`src/core/edac_pkg.sv`:
```
package edac_pkg;

  // Store geometry
  localparam int unsigned DEPTH = 64;
  localparam int unsigned AW    = 6;
  localparam int unsigned DW    = 8;

  // Special register locations and banks
  localparam logic [7:0] IDX_OFS     = 8'h3A;
  localparam logic [7:0] BUF_OFS     = 8'h3B;
  localparam logic [7:0] CTL_OFS     = 8'h40;
  localparam logic       BANK_CTL    = 1'b1;

  // Control field positions and reset values
  localparam int unsigned WRITE_ENABLE_BIT_BIT   = 3;
  localparam int unsigned WR_BIT     = 2;
  localparam int unsigned READ_ENABLE_BIT_BIT   = 1;
  localparam int unsigned RD_BIT     = 0;
  localparam logic       CTL_RST     = 1'b0;
  localparam logic [5:0] IDX_RST     = 6'h00;
  localparam logic [7:0] BUF_RST     = 8'h00;

  // Timing
  localparam int unsigned CLK_PERIOD_PS = 8000;
  localparam int unsigned TICK_NS       = 1000;
  localparam int unsigned TICK_CYC      =
    (TICK_NS * 1000 + CLK_PERIOD_PS - 1) / CLK_PERIOD_PS;
  localparam int unsigned WR_TIME_US    = 2000;
  localparam int unsigned WR_TICKS      = WR_TIME_US * 1000 / TICK_NS;
  localparam int unsigned RD_TIME_NS    = 16;
  localparam int unsigned RD_CYC        =
    (RD_TIME_NS * 1000 + CLK_PERIOD_PS - 1) / CLK_PERIOD_PS;
  localparam logic [1:0]  RD_LAST       = 2'(RD_CYC - 1);

  // Access sequencer states
  typedef enum logic [1:0] {
    EDAC_IDLE,
    EDAC_READ,
    EDAC_WRITE
  } edac_state_e;

endpackage : edac_pkg

```
`src/core/edac_store.sv`:
```
`timescale 1ns/100ps
module edac_store (
  input  wire logic                  sys_clk_i, // System clock
  input  wire logic                  we_i,      // Write strobe
  input  wire logic                  re_i,      // Read strobe
  input  wire logic [edac_pkg::AW-1:0] addr_i,  // Location
  input  wire logic [edac_pkg::DW-1:0] wdata_i, // Byte to store
  output logic      [edac_pkg::DW-1:0] rdata_o  // Fetched byte
);

  // Non-volatile array, no reset by nature
  logic [edac_pkg::DW-1:0] mem_q [edac_pkg::DEPTH];
  logic [edac_pkg::DW-1:0] rdata_q;

  // One byte per access, 64 locations
  always_ff @(posedge sys_clk_i) begin
    if (we_i) begin
      mem_q[addr_i] <= wdata_i;
    end
    if (re_i) begin
      rdata_q <= mem_q[addr_i];
    end
  end

  assign rdata_o = rdata_q;

endmodule : edac_store

```
`src/core/edac_wr_timer.sv`:
```
`timescale 1ns/100ps
module edac_wr_timer #(
  parameter int unsigned WR_TICKS = edac_pkg::WR_TICKS
) (
  input  wire logic sys_clk_i, // System clock
  input  wire logic rst_n_i,   // Sync reset, active low
  input  wire logic start_i,   // Begin a write delay
  output logic      done_o     // One-cycle end pulse
);

  localparam logic [7:0]  PRE_LAST  = 8'(edac_pkg::TICK_CYC - 1);
  localparam logic [15:0] TICK_LAST = 16'(WR_TICKS - 1);

  logic [7:0]  pre_q, pre_d;
  logic [15:0] cnt_q, cnt_d;
  logic        busy_q, busy_d;
  logic        tick;

  // Free-running prescaler: its phase is unrelated to the start,
  // so the delay varies by up to one tick
  always_comb begin
    tick   = (pre_q == PRE_LAST);
    pre_d  = tick ? 8'h00 : pre_q + 8'h01;
    cnt_d  = cnt_q;
    busy_d = busy_q;
    done_o = busy_q && tick && (cnt_q == TICK_LAST);
    if (start_i) begin
      busy_d = 1'b1;
      cnt_d  = 16'h0000;
    end else if (busy_q && tick) begin
      cnt_d  = cnt_q + 16'h0001;
      busy_d = !done_o;
    end
  end

  // Register timer state
  always_ff @(posedge sys_clk_i) begin
    if (!rst_n_i) begin
      pre_q  <= 8'h00;
      cnt_q  <= 16'h0000;
      busy_q <= 1'b0;
    end else begin
      pre_q  <= pre_d;
      cnt_q  <= cnt_d;
      busy_q <= busy_d;
    end
  end

endmodule : edac_wr_timer

```
`src/core/edac_top.sv`:
```
`timescale 1ns/100ps
module edac_top #(
  parameter int unsigned WR_TICKS = edac_pkg::WR_TICKS
) (
  input  wire logic       sys_clk_i,       // System clock, 125 MHz
  input  wire logic       rst_n_i,         // Sync reset, active low
  input  wire logic [7:0] sfr_addr_i,      // Special register address
  input  wire logic       sfr_bank_i,      // Bank of the access
  input  wire logic       sfr_wr_i,        // Register write strobe
  input  wire logic [7:0] sfr_wdata_i,     // Register write data
  input  wire logic       sfr_rd_i,        // Register read strobe
  output logic      [7:0] sfr_rdata_o,     // Register read data
  input  wire logic       done_flag_clr_i, // Software clears done flag
  input  wire logic       shared_clr_i,    // Service clears shared flag
  output logic            nv_cycle_done_flag_o, // End-of-write flag
  output logic            shared_irq_flag_o,    // Shared request flag
  output logic            busy_o           // A cycle is in progress
);

  edac_pkg::edac_state_e state_q, state_d;

  logic [5:0] nv_location_index_q, nv_location_index_d;
  logic [7:0] nv_byte_buffer_q, nv_byte_buffer_d;
  logic       write_enable_bit_q, write_enable_bit_d;
  logic       wr_start_q, wr_start_d;
  logic       read_enable_bit_q, read_enable_bit_d;
  logic       rd_start_q, rd_start_d;
  logic [1:0] rd_cnt_q, rd_cnt_d;
  logic [7:0] rdata_q, rdata_d;
  logic       done_q, done_d;
  logic       shared_q, shared_d;
  logic       ctl_wr, idx_wr, buf_wr, wr_go, rd_go, idle;
  logic       timer_done, store_we;
  logic [7:0] store_rdata, rd_mux;

  // Byte array
  edac_store u_store (
    .sys_clk_i (sys_clk_i),
    .we_i      (store_we),
    .re_i      (rd_go),
    .addr_i    (nv_location_index_q),
    .wdata_i   (nv_byte_buffer_q),
    .rdata_o   (store_rdata)
  );

  // Write-cycle delay
  edac_wr_timer #(
    .WR_TICKS (WR_TICKS)
  ) u_timer (
    .sys_clk_i (sys_clk_i),
    .rst_n_i   (rst_n_i),
    .start_i   (wr_go),
    .done_o    (timer_done)
  );

  // Access decode and cycle starts
  always_comb begin
    idle   = (state_q == edac_pkg::EDAC_IDLE);
    ctl_wr = sfr_wr_i && (sfr_bank_i == edac_pkg::BANK_CTL)
             && (sfr_addr_i == edac_pkg::CTL_OFS);
    idx_wr = sfr_wr_i && idle && (sfr_addr_i == edac_pkg::IDX_OFS);
    buf_wr = sfr_wr_i && idle && (sfr_addr_i == edac_pkg::BUF_OFS);
    wr_go  = ctl_wr && idle && write_enable_bit_q
             && sfr_wdata_i[edac_pkg::WR_BIT];
    rd_go  = ctl_wr && idle && read_enable_bit_q && !wr_go
             && sfr_wdata_i[edac_pkg::RD_BIT];
    // Write enable dropped mid-cycle suppresses the store write
    store_we = timer_done && (state_q == edac_pkg::EDAC_WRITE)
               && write_enable_bit_q;
  end

  // Register readback, unused bits as zero
  always_comb begin
    rd_mux = 8'h00;
    if (sfr_addr_i == edac_pkg::IDX_OFS) begin
      rd_mux = {2'b00, nv_location_index_q};
    end else if (sfr_addr_i == edac_pkg::BUF_OFS) begin
      rd_mux = nv_byte_buffer_q;
    end else if ((sfr_addr_i == edac_pkg::CTL_OFS)
                 && (sfr_bank_i == edac_pkg::BANK_CTL)) begin
      rd_mux = {4'h0, write_enable_bit_q, wr_start_q,
                read_enable_bit_q, rd_start_q};
    end
  end

  // Next values of the sequencer and registers
  always_comb begin
    state_d             = state_q;
    nv_location_index_d = nv_location_index_q;
    nv_byte_buffer_d    = nv_byte_buffer_q;
    write_enable_bit_d  = write_enable_bit_q;
    read_enable_bit_d   = read_enable_bit_q;
    wr_start_d          = wr_start_q;
    rd_start_d          = rd_start_q;
    rd_cnt_d            = rd_cnt_q;
    rdata_d             = sfr_rd_i ? rd_mux : rdata_q;
    if (idx_wr) begin
      nv_location_index_d = sfr_wdata_i[5:0];
    end
    if (buf_wr) begin
      nv_byte_buffer_d = sfr_wdata_i;
    end
    // Enables follow software; starts are only set by the sequencer below
    if (ctl_wr) begin
      write_enable_bit_d = sfr_wdata_i[edac_pkg::WRITE_ENABLE_BIT_BIT];
      read_enable_bit_d  = sfr_wdata_i[edac_pkg::READ_ENABLE_BIT_BIT];
    end
    case (state_q)
      edac_pkg::EDAC_IDLE: begin
        if (wr_go) begin
          wr_start_d = 1'b1;
          state_d    = edac_pkg::EDAC_WRITE;
        end else if (rd_go) begin
          rd_start_d = 1'b1;
          rd_cnt_d   = 2'b00;
          state_d    = edac_pkg::EDAC_READ;
        end
      end
      edac_pkg::EDAC_READ: begin
        if (rd_cnt_q == edac_pkg::RD_LAST) begin
          rd_start_d       = 1'b0;
          nv_byte_buffer_d = store_rdata;
          state_d          = edac_pkg::EDAC_IDLE;
        end else begin
          rd_cnt_d = rd_cnt_q + 2'b01;
        end
      end
      edac_pkg::EDAC_WRITE: begin
        if (timer_done) begin
          wr_start_d = 1'b0;
          state_d    = edac_pkg::EDAC_IDLE;
        end
      end
      default: begin
        state_d = edac_pkg::EDAC_IDLE;
      end
    endcase
  end

  // End-of-write flags, a set wins over a clear
  always_comb begin
    done_d   = store_we || (done_q && !done_flag_clr_i);
    shared_d = store_we || (shared_q && !shared_clr_i);
  end

  // Register all state
  always_ff @(posedge sys_clk_i) begin
    if (!rst_n_i) begin
      state_q             <= edac_pkg::EDAC_IDLE;
      nv_location_index_q <= edac_pkg::IDX_RST;
      nv_byte_buffer_q    <= edac_pkg::BUF_RST;
      write_enable_bit_q  <= edac_pkg::CTL_RST;
      read_enable_bit_q   <= edac_pkg::CTL_RST;
      wr_start_q          <= edac_pkg::CTL_RST;
      rd_start_q          <= edac_pkg::CTL_RST;
      rd_cnt_q            <= 2'b00;
      rdata_q             <= 8'h00;
      done_q              <= 1'b0;
      shared_q            <= 1'b0;
    end else begin
      state_q             <= state_d;
      nv_location_index_q <= nv_location_index_d;
      nv_byte_buffer_q    <= nv_byte_buffer_d;
      write_enable_bit_q  <= write_enable_bit_d;
      read_enable_bit_q   <= read_enable_bit_d;
      wr_start_q          <= wr_start_d;
      rd_start_q          <= rd_start_d;
      rd_cnt_q            <= rd_cnt_d;
      rdata_q             <= rdata_d;
      done_q              <= done_d;
      shared_q            <= shared_d;
    end
  end

  // Outputs
  assign sfr_rdata_o          = rdata_q;
  assign nv_cycle_done_flag_o = done_q;
  assign shared_irq_flag_o    = shared_q;
  assign busy_o               = !idle;
endmodule : edac_top

```
`config.mk`:
```
export PLATFORM = sky130hd
export DESIGN_NAME = edac_top
export DESIGN_NICKNAME = d
export VERILOG_FILES = /design/src/core/edac_pkg.sv /design/src/core/edac_store.sv /design/src/core/edac_wr_timer.sv /design/src/core/edac_top.sv
export SDC_FILE = /design/constraint.sdc
export NUM_CORES = 1
export LEC_CHECK = 0
export BUFFER_PORTS_ARGS = -buffer_cell sky130_fd_sc_hd__buf_2
export CAP_MARGIN = 5
export CELL_PAD_IN_SITES_DETAIL_PLACEMENT = 1
export CELL_PAD_IN_SITES_GLOBAL_PLACEMENT = 2
export CORE_MARGIN = 4
export CORE_UTILIZATION = 43
export DETAILED_ROUTE_END_ITERATION = 8
export PLACE_DENSITY_LB_ADDON = 0.12
export SYNTH_ARGS = -nofsm -noshare
export SYNTH_HDL_FRONTEND = slang
export SYNTH_HIERARCHICAL = 1
export SYNTH_SLANG_ARGS = --single-unit
```
`constraint.sdc`:
```
create_clock -name sys_clk_i -period 2.6 [get_ports sys_clk_i]
set_input_delay 0.13 -clock sys_clk_i [delete_from_list [all_inputs] [get_ports sys_clk_i]]
set_output_delay 0.13 -clock sys_clk_i [all_outputs]
set_load 0.005 [all_outputs]
```
==> summary.txt, run 1 <==
Critical path
  • CP peak stage delay: 540 ps
  • RR Startpoint: nv_location_index_q[1]
  • Crit-path slowest cell: or4b_4
  • Critical-path cell list: buf_6 -> mux2_4 -> mux4_2 -> o21ai_4 -> o2111ai_4 -> or4b_4
  • Setup slack, reg-to-reg: -1 ps
  • Path depth of the worst reg2reg path: 6
  • CP arrival: around 3000 ps
  • Reg-to-Reg End: u_store/rdata_o[7]
  • CP endpoint kind: flip-flop
  • Maximum fanout along the worst path: 4
  • Worst setup SP type: flip-flop
  • Setup CP Type: reg -> reg
  • Worst EP required: ~3000 ps

Hold path
  • Hold Crit Class: in -> reg
  • Hold EP: sfr_rdata_o[0]
  • Hold Path Depth: 5
  • Hold wc startpoint: sfr_addr_i[6]

Die
  • Initial Utilization: between 40 and 50%
  • Row Count: 85
  • Die height: 241 um
  • Boundary Pins: 34
  • Die width: between 200 and 250 um
  • Die area: between 50000 and 60000 sq um
  • Core ar.: between 50000 and 60000 sq um

Routing
  • Post-route ant nets: 0
  • Residual DRC count: 0
  • Initial drt markers: about 1300
  • WL/cell: between 20 and 30 um
  • Via count: 14448
  • Routed wire length: approximately 68000 um
  • Drt via density: ~5.8
  • First-pass DRT Iterations: 5

Timing
  • Tcrit/Tclk final: 100%
  • RSZ-0062 raised after global routing: true
  • Hold WS: 50.8 ps
  • Worst-case setup margin in the final layout: -1.05 ps
  • Final Hold Fails: 0
  • Minimum clock period: between 2000 and 3000 ps
  • Worst slew pin tran: approximately 900 ps
  • Max Clk Rate: 384 MHz
  • Max-Slew Margin vs Limit: about 40%
  • Setup TNS: -1.05 ps
  • Final setup violating endpoints: 1
  • Max Slew Vio Count: 0
  • Final Skew: roughly 27 ps

Clock tree
  • Clk root buf: clkbuf_16
  • Clock-pin slew on the worst setup and hold paths: 70 ps
  • Clock sink count: around 580
  • Total CTS buffers: 61
  • Clock latency on the worst-skew pair: approximately 640 ps
  • CTS tree: yes
  • H-tree Lvls: 2
  • Max clock buf depth: 3

Global routing
  • Total global-route track usage: between 20% and 30%
  • First-pass GRT wire length: approximately 100000 um
  • M2 GR Usage: between 30% and 40%
  • Routing usage on met3: around 4.2%
  • Met1 usage: 32.6%
  • Vias in the first global route: roughly 15000
  • Initial antenna violation count: 1
  • Gr busiest metal: met2
  • Grt total ovfl: 0
  • Largest net degree at the start of global routing: 50

Synth
  • Sequential-to-total area share from yosys stat: a little under three quarters
  • Avg Inst Size Synth: between 15 and 20 sq um
  • Yosys reg bits: roughly 580
  • Syn Inst Count: roughly 1500
  • Yosys warns: 6
  • Mapped Area: around 23000 sq um
  • Count of different cell masters after synthesis: 74
  • Synth async-reset ratio: 0%
  • Ys flop type: edfxtp_1
  • Syn Nets: approximately 1500
  • Post-synth EDFFs: between 500 and 600

Placed design
  • Dpl hpwl: ~46000 um
  • Routability Congestion: between 0.8 and 0.9
  • Placed Area: 26000 sq um
  • Worst slack, placed: -472 ps
  • Port bufs: 33

Cells and area
  • Final instance area: between 20000 and 30000 sq um
  • Area growth, synth to finish: 23.2%
  • Filler Cell Count: around 5000
  • Layout cell share with drive strength beyond 1: between 20% and 30%
  • Commonest non-fill, non-tap cell in the layout: edfxtp_1
  • Most frequent cells in the layout: 520 x edfxtp_1, 192 x buf_4, 77 x mux2i_1, 64 x nor2_1, 62 x nand2_1
  • Multi-input gate area: approximately 6300 sq um
  • Final nets: 1780
  • Register area: between 15000 and 20000 sq um
  • Antenna cells: 0

Outcome
  • Failing checks: setup timing
  • Outcome: complete, but fails checks

Power
  • Static Leak: approximately 11 nW
  • PwrDens: approximately 650 nW/um^2
  • Power Total: 18.7 mW
  • Max IR drop VDD: 0.572 mV

Flow run
  • Max-Cap Viols: 0
-- flip-flops by register name, indices dropped and copies added, names as in the netlist, 2 cells and up --
| register | flops |
|---|---|
| u_store/rdata_o | 8 |
| rd_cnt_q | 2 |
| sfr_rdata_o | 8 |
| u_store/mem_q | 512 |
| state_q | 2 |
| u_timer/cnt_q | 16 |
| nv_byte_buffer_q | 8 |
| nv_location_index_q | 6 |
| u_timer/pre_q | 8 |
-- per-layer routing --
layer	wire [um]	vias to the layer above
met5	0	-
met4	1810	0
met3	4130	94
met2	32400	420
met1	29500	7482
li1	-	6452
-- power by group --
group	total (mW)	internal (mW)	switching, mW	leakage [nW]
combinational	0.126	0.0582	0.0674	3.25
clock	8.59	4.91	3.68	0.968
sequential	9.96	9.96	0.00377	6.50
-- layout make-up --
type / count / area share (%)
flip-flops and latches: 577 / 58.5
multi-input cells: 790 / 21.9
repair buffers: 314 / 9.61
clock buffers: 69 / 5.43
well taps: 696 / 3.04
clock inverters: 46 / 1.43
inverters: 9 / 0.118
-- worst max-delay path, delay by kind of cell, from the launching register on --
family / cells / cell delay (ps)
flip-flops: 1 / 410
multiplexers: 2 / 790
AO/OA/AOI/OAI: 2 / 460
buffers and inverters: 1 / 130
AND/OR/NAND/NOR: 1 / 540
-- cell usage after synthesis (all sizes together) (14+ instances only) --
master / n / area [sq um]
o22ai: 22 / 138
mux4: 41 / 923
o21ai: 27 / 135
edfxtp: 520 / 15600
nand3: 22 / 110
nand3b: 14 / 105
mux2i: 78 / 781
a22oi: 43 / 323
nand2: 63 / 236
a31oi: 16 / 100
a221oi: 21 / 184
mux2: 15 / 169
nand2b: 33 / 206
dfxtp: 57 / 1140
buf: 51 / 307
a21oi: 50 / 254
and3: 15 / 93.8
clkbuf: 42 / 169
nor2b: 18 / 113
nor2: 97 / 364
nand4: 15 / 115
-- cell families after synthesis --
logic type / synth area share (%)
DFF: 72.0
and+or+nand+nor: 8.28
AOI/OAI and AO/OA: 8.90
muxes: 8.04
buffers and inverters: 2.19
xor gates and xnor gates: 0.414
adders and majority gates: 0.215
-- what timing repair did --
action                                  in CTS  in global routing
pin swaps                                    1                 10
setup buffers                                2                  9
hold buffers                                18                  0
hold endpoints to repair                    29                  0
endpoints found under the setup margin     407                512
resized for setup                           16                110
-- metrics by stage --
step           cells  utilization, %
2_1_floorplan   1469               -
3_3_place_gp    2357            48.4
3_5_place_dp    2357            48.4
4_1_cts         2492            52.5
5_1_grt         2501            53.4
6_report        2501            53.4
-- how the worst max path moves through the flow --
stage / end / slack [ps] / from
2_1_floorplan: u_store/mem_q[11][0] / 80 / u_timer/pre_q[0]
3_3_place_gp: u_store/rdata_o[7] / -430 / nv_location_index_q[1]
3_5_place_dp: u_store/rdata_o[7] / -470 / nv_location_index_q[1]
4_1_cts: u_store/rdata_o[7] / -20 / nv_location_index_q[1]
5_1_grt: u_store/mem_q[5][0] / -20 / u_timer/cnt_q[14]
6_report: u_store/rdata_o[7] / -1 / nv_location_index_q[1]
No activity file was read; power rests on OpenSTA's default activity.
==> run 2: changes to the inputs <==
--- a/config.mk
+++ b/config.mk
@@ -5,12 +5,13 @@
 export SDC_FILE = /design/constraint.sdc
 export NUM_CORES = 1
 export LEC_CHECK = 0
+export ABC_AREA = 1
 export BUFFER_PORTS_ARGS = -buffer_cell sky130_fd_sc_hd__buf_2
 export CAP_MARGIN = 5
 export CELL_PAD_IN_SITES_DETAIL_PLACEMENT = 1
 export CELL_PAD_IN_SITES_GLOBAL_PLACEMENT = 2
 export CORE_MARGIN = 4
-export CORE_UTILIZATION = 43
+export CORE_UTILIZATION = 37
 export DETAILED_ROUTE_END_ITERATION = 8
 export PLACE_DENSITY_LB_ADDON = 0.12
 export SYNTH_ARGS = -nofsm -noshare
==> run 2 against run 1 <==
The run still ends with setup timing left. Routed wire length up 16%. Cell area up 5.9%. Clock skew up 4.6 ps. Sequential power about the same. Clock-buffer cell count up 14. Worst hold slack better by 6.4 ps. Synthesized cell count up 75%. Synthesized area up 7.4%. Register-to-register slack about the same. Fmax down 0.45%. Critical endpoint is now u_store/mem_q[54][5]. Highest routed layer unchanged.
==> summary.txt, run 2 <==
Synth
  • Post-synth EDFFs: 520 (unchanged)
  • Synth async-reset ratio: 0% (unchanged)
  • Top cell type by total area after synthesis: edfxtp_1 (unchanged)
  • Avg Inst Size Synth: 9.72 sq um (was 15.9 sq um)
  • Ys flop type: edfxtp_1 (unchanged)
  • Top area cells in the synthesized netlist: edfxtp_1 62%, nand2_1 22%, dfxtp_1 4.6% (was edfxtp_1 67%, dfxtp_1 4.9%, mux4_2 4.0%)
  • Most frequent cell after synthesis: nand2_1 (was edfxtp_1)
  • Post-synth top cells: 1468 x nand2_1, 520 x edfxtp_1, 140 x nor2_1 (was 520 x edfxtp_1, 97 x nor2_1, 78 x mux2i_1)
  • Sequential-to-total area share from yosys stat: 67.0% (was 72.0%)
  • Top cell type's share of synthesized area: 62.5% (was 67.1%)
  • Mapped Area: 25000 sq um (was 23300 sq um)
  • Yosys reg bits: 577 (unchanged)
  • Count of different cell masters after synthesis: 41 (was 74)
  • Syn Inst Count: 2573 (was 1469)
  • Syn Nets: 2600 (was 1496)
  • Yosys warns: 6 (unchanged)

Hold path
  • Hold Path Depth: 5 (unchanged)
  • Hold wc startpoint: sfr_addr_i[6] (unchanged)
  • Hold EP: state_q[1] (was sfr_rdata_o[0])
  • Hold Crit Class: in -> reg (unchanged)

Timing
  • Hold WS: 57.2 ps (was 50.8 ps)
  • Setup TNS: -187 ps (was -1.05 ps)
  • Max Slew Vio Count: 0 (unchanged)
  • RSZ-0062 raised after global routing: true (unchanged)
  • Final Hold Fails: 0 (unchanged)
  • Max Clk Rate: 383 MHz (was 384 MHz)
  • Final Skew: 31.9 ps (was 27.3 ps)
  • Worst slew pin tran: 982 ps (was 907 ps)
  • Minimum clock period: 2610 ps (was 2600 ps)
  • Worst-case setup margin in the final layout: -12.9 ps (was -1.05 ps)
  • Final setup violating endpoints: 37 (was 1)
  • Max-Slew Margin vs Limit: 34.3% (was 39.4%)
  • Tcrit/Tclk final: 100% (about the same)

Global routing
  • First-pass GRT wire length: 118000 um (was 100000 um)
  • Grt total ovfl: 0 (unchanged)
  • Initial antenna violation count: 0 (was 1)
  • Vias in the first global route: 19278 (was 15162)
  • Largest net degree at the start of global routing: 79 (was 50)
  • Total global-route track usage: 21.9% (was 23.6%)

Power
  • Max IR drop VDD: 0.488 mV (was 0.572 mV)
  • PwrDens: 630 nW/um^2 (was 651 nW/um^2)
  • Clock group share of total power: 47.0% (was 46.0%)
  • Comb pwr share: 0.9% (was 0.7%)
  • Sw power: 3.87 mW (was 3.75 mW)
  • Static Leak: 11.5 nW (was 10.7 nW)
  • Seq pwr share: 52.1% (was 53.3%)
  • Pint: 15.3 mW (was 14.9 mW)
  • Power Total: 19.1 mW (was 18.7 mW)
  • Switch share: 20.3% (was 20.1%)

Die
  • Die width: 268 um (was 241 um)
  • Row Count: 95 (was 85)
  • Initial Utilization: 37.3% (was 43.4%)
  • Core ar.: 67000 sq um (was 53700 sq um)
  • Die area: 71800 sq um (was 57900 sq um)
  • Die height: 268 um (was 241 um)
  • Boundary Pins: 34 (unchanged)

Clock tree
  • H-tree Lvls: 3 (was 2)
  • Clock latency on the worst-skew pair: 610 ps (was 640 ps)
  • Clk root buf: clkbuf_16 (unchanged)
  • Total CTS buffers: 66 (was 61)
  • CTS tree: yes (unchanged)
  • Max clock buf depth: 3 (unchanged)
  • Clock sink count: 577 (unchanged)
  • Clock-pin slew on the worst setup and hold paths: 60 ps (was 70 ps)

Placed design
  • Placed Cells: 3559 (was 2357)
  • Routability Congestion: 0.798 (was 0.881)
  • Port bufs: 33 (unchanged)
  • Dpl hpwl: 50900 um (was 46200 um)

Critical path
  • Setup slack, reg-to-reg: -10 ps (was -1 ps)
  • Path depth of the worst reg2reg path: 17 (was 6)
  • CP endpoint kind: flip-flop (unchanged)
  • Maximum fanout along the worst path: 8 (was 4)
  • Setup CP Type: reg -> reg (unchanged)
  • RR Startpoint: u_timer/pre_q[0] (was nv_location_index_q[1])
  • CP arrival: 2910 ps (was 2960 ps)
  • Reg-to-Reg End: u_store/mem_q[54][5] (was u_store/rdata_o[7])
  • Worst setup SP type: flip-flop (unchanged)
  • Worst EP required: 2900 ps (was 2960 ps)

Cells and area
  • Final cell count without fillers: 3700 (was 2501)
  • Filler Cell Count: 7475 (was 5032)
  • Commonest non-fill, non-tap cell in the layout: nand2_1 (was edfxtp_1)
  • Largest registers: u_store/mem_q (512), u_timer/cnt_q (16) (unchanged)
  • Most frequent cells in the layout: 1465 x nand2_1, 520 x edfxtp_1, 107 x buf_4, 83 x nor2_1, 72 x inv_1 (was 520 x edfxtp_1, 192 x buf_4, 77 x mux2i_1, 64 x nor2_1, 62 x nand2_1)
  • Number of flip-flops under the largest register name: 512 (unchanged)
  • Most flops, register: u_store/mem_q (unchanged)
  • Area growth, synth to finish: 21.4% (was 23.2%)
  • Final nets: 2801 (was 1780)
  • Layout cell share with drive strength beyond 1: 16.3% (was 29.5%)

Routing
  • Residual DRC count: 0 (unchanged)
  • First-pass DRT Iterations: 5 (unchanged)
  • Via count: 18138 (was 14448)
  • WL/cell: 21.3 um (was 27.1 um)
  • Routed wire length: 78700 um (was 67900 um)
  • Drt via density: 4.90 (was 5.78)
  • Post-route ant nets: 0 (unchanged)
  • Initial drt markers: 1005 (was 1286)

Outcome
  • Failing checks: setup timing (unchanged)
  • Outcome: complete, but fails checks (unchanged)

Flow run
  • Max-Cap Viols: 0 (unchanged)
==> run 2: how the worst max path moves through the flow <==
stage | startpoint | to | slack, ps | depth (start not counted)
after detailed placement | u_timer/pre_q[0] | u_store/mem_q[50][0] | -250 | 17
after global routing | u_timer/pre_q[0] | u_store/mem_q[15][7] | -150 | 17
after floorplan | u_timer/pre_q[0] | u_store/mem_q[41][0] | -130 | 15
after CTS | u_timer/pre_q[0] | u_store/mem_q[36][4] | -30 | 17
final | u_timer/pre_q[0] | u_store/mem_q[54][5] | -10 | 17
after global placement | u_timer/pre_q[0] | u_store/mem_q[58][2] | -230 | 17
==> run 2: final cells by class <==
cell class / instances / area [sq um] / share of cell area (%)
well taps: 873 / 1090 / 3.60
diodes: 1 / 2.50 / 0.00824
inverters: 91 / 352 / 1.16
clock buffers: 83 / 1760 / 5.79
multi-input cells: 1797 / 7740 / 25.5
clock inverters: 37 / 325 / 1.07
flip-flops and latches: 577 / 16800 / 55.3
repair buffers: 241 / 2310 / 7.61
==> run 2: metrics by stage <==
stage / util [%] / cell area [sq um] / setup slack (ps)
final: 45.3 / 30400 / -12.9
after global placement: 40.9 / 27400 / -234
after global routing: 45.3 / 30400 / -152
after floorplan: - / 25100 / -126
after detailed placement: 40.9 / 27400 / -254
after CTS: 44.5 / 29800 / -30.6
==> run 2: worst max-delay path, stage by stage, from the launching register on <==
cell     delay [ps]
dfxtp_2         320
inv_2            60
ha_4            130
nand2_2          60
nor2_4          110
nand3_4          90
nor2_4          140
nand2_4          80
inv_2            60
inv_2            40
nor3_4          180
nand2_2         120
inv_4           110
buf_12          130
nand4_1         200
buf_12          230
nor2_4           90
buf_6           140
==> run 2: power by group through the flow <==
stage	combinational [mW]	sequential, mW	clock, mW
after floorplan	0.0869	10.2	0
after global placement	0.156	10.2	0
after detailed placement	0.158	10.2	0
after CTS	0.177	9.96	9.24
after global routing	0.200	9.96	9.63
final	0.178	9.97	8.99
==> run 2: cells by family after synthesis <==
family,after synthesis,synth area share (%)
flip-flops,577,67.0
XOR/XNOR,3,0.105
AO/OA/AOI/OAI,72,1.64
adder cells (fa/ha/maj),4,0.200
buffers and inverters,199,3.90
AND/OR/NAND/NOR,1718,27.1
==> run 2: what timing repair did <==
action | 4_1_cts | 5_1_grt
pin swaps | 2 | 31
gates resized for setup | 47 | 124
hold endpoints to repair | 31 | 0
cloned | 0 | 1
setup endpoints to repair | 512 | 524
buffers inserted | 1 | 3
hold buffers | 15 | 0
==> run 2: metal layers <==
metal,GRT usage (%),routed length [um]
met1,29.3,35400
met2,37.9,38800
met3,2.77,2930
met5,0,0
met4,5.91,1630
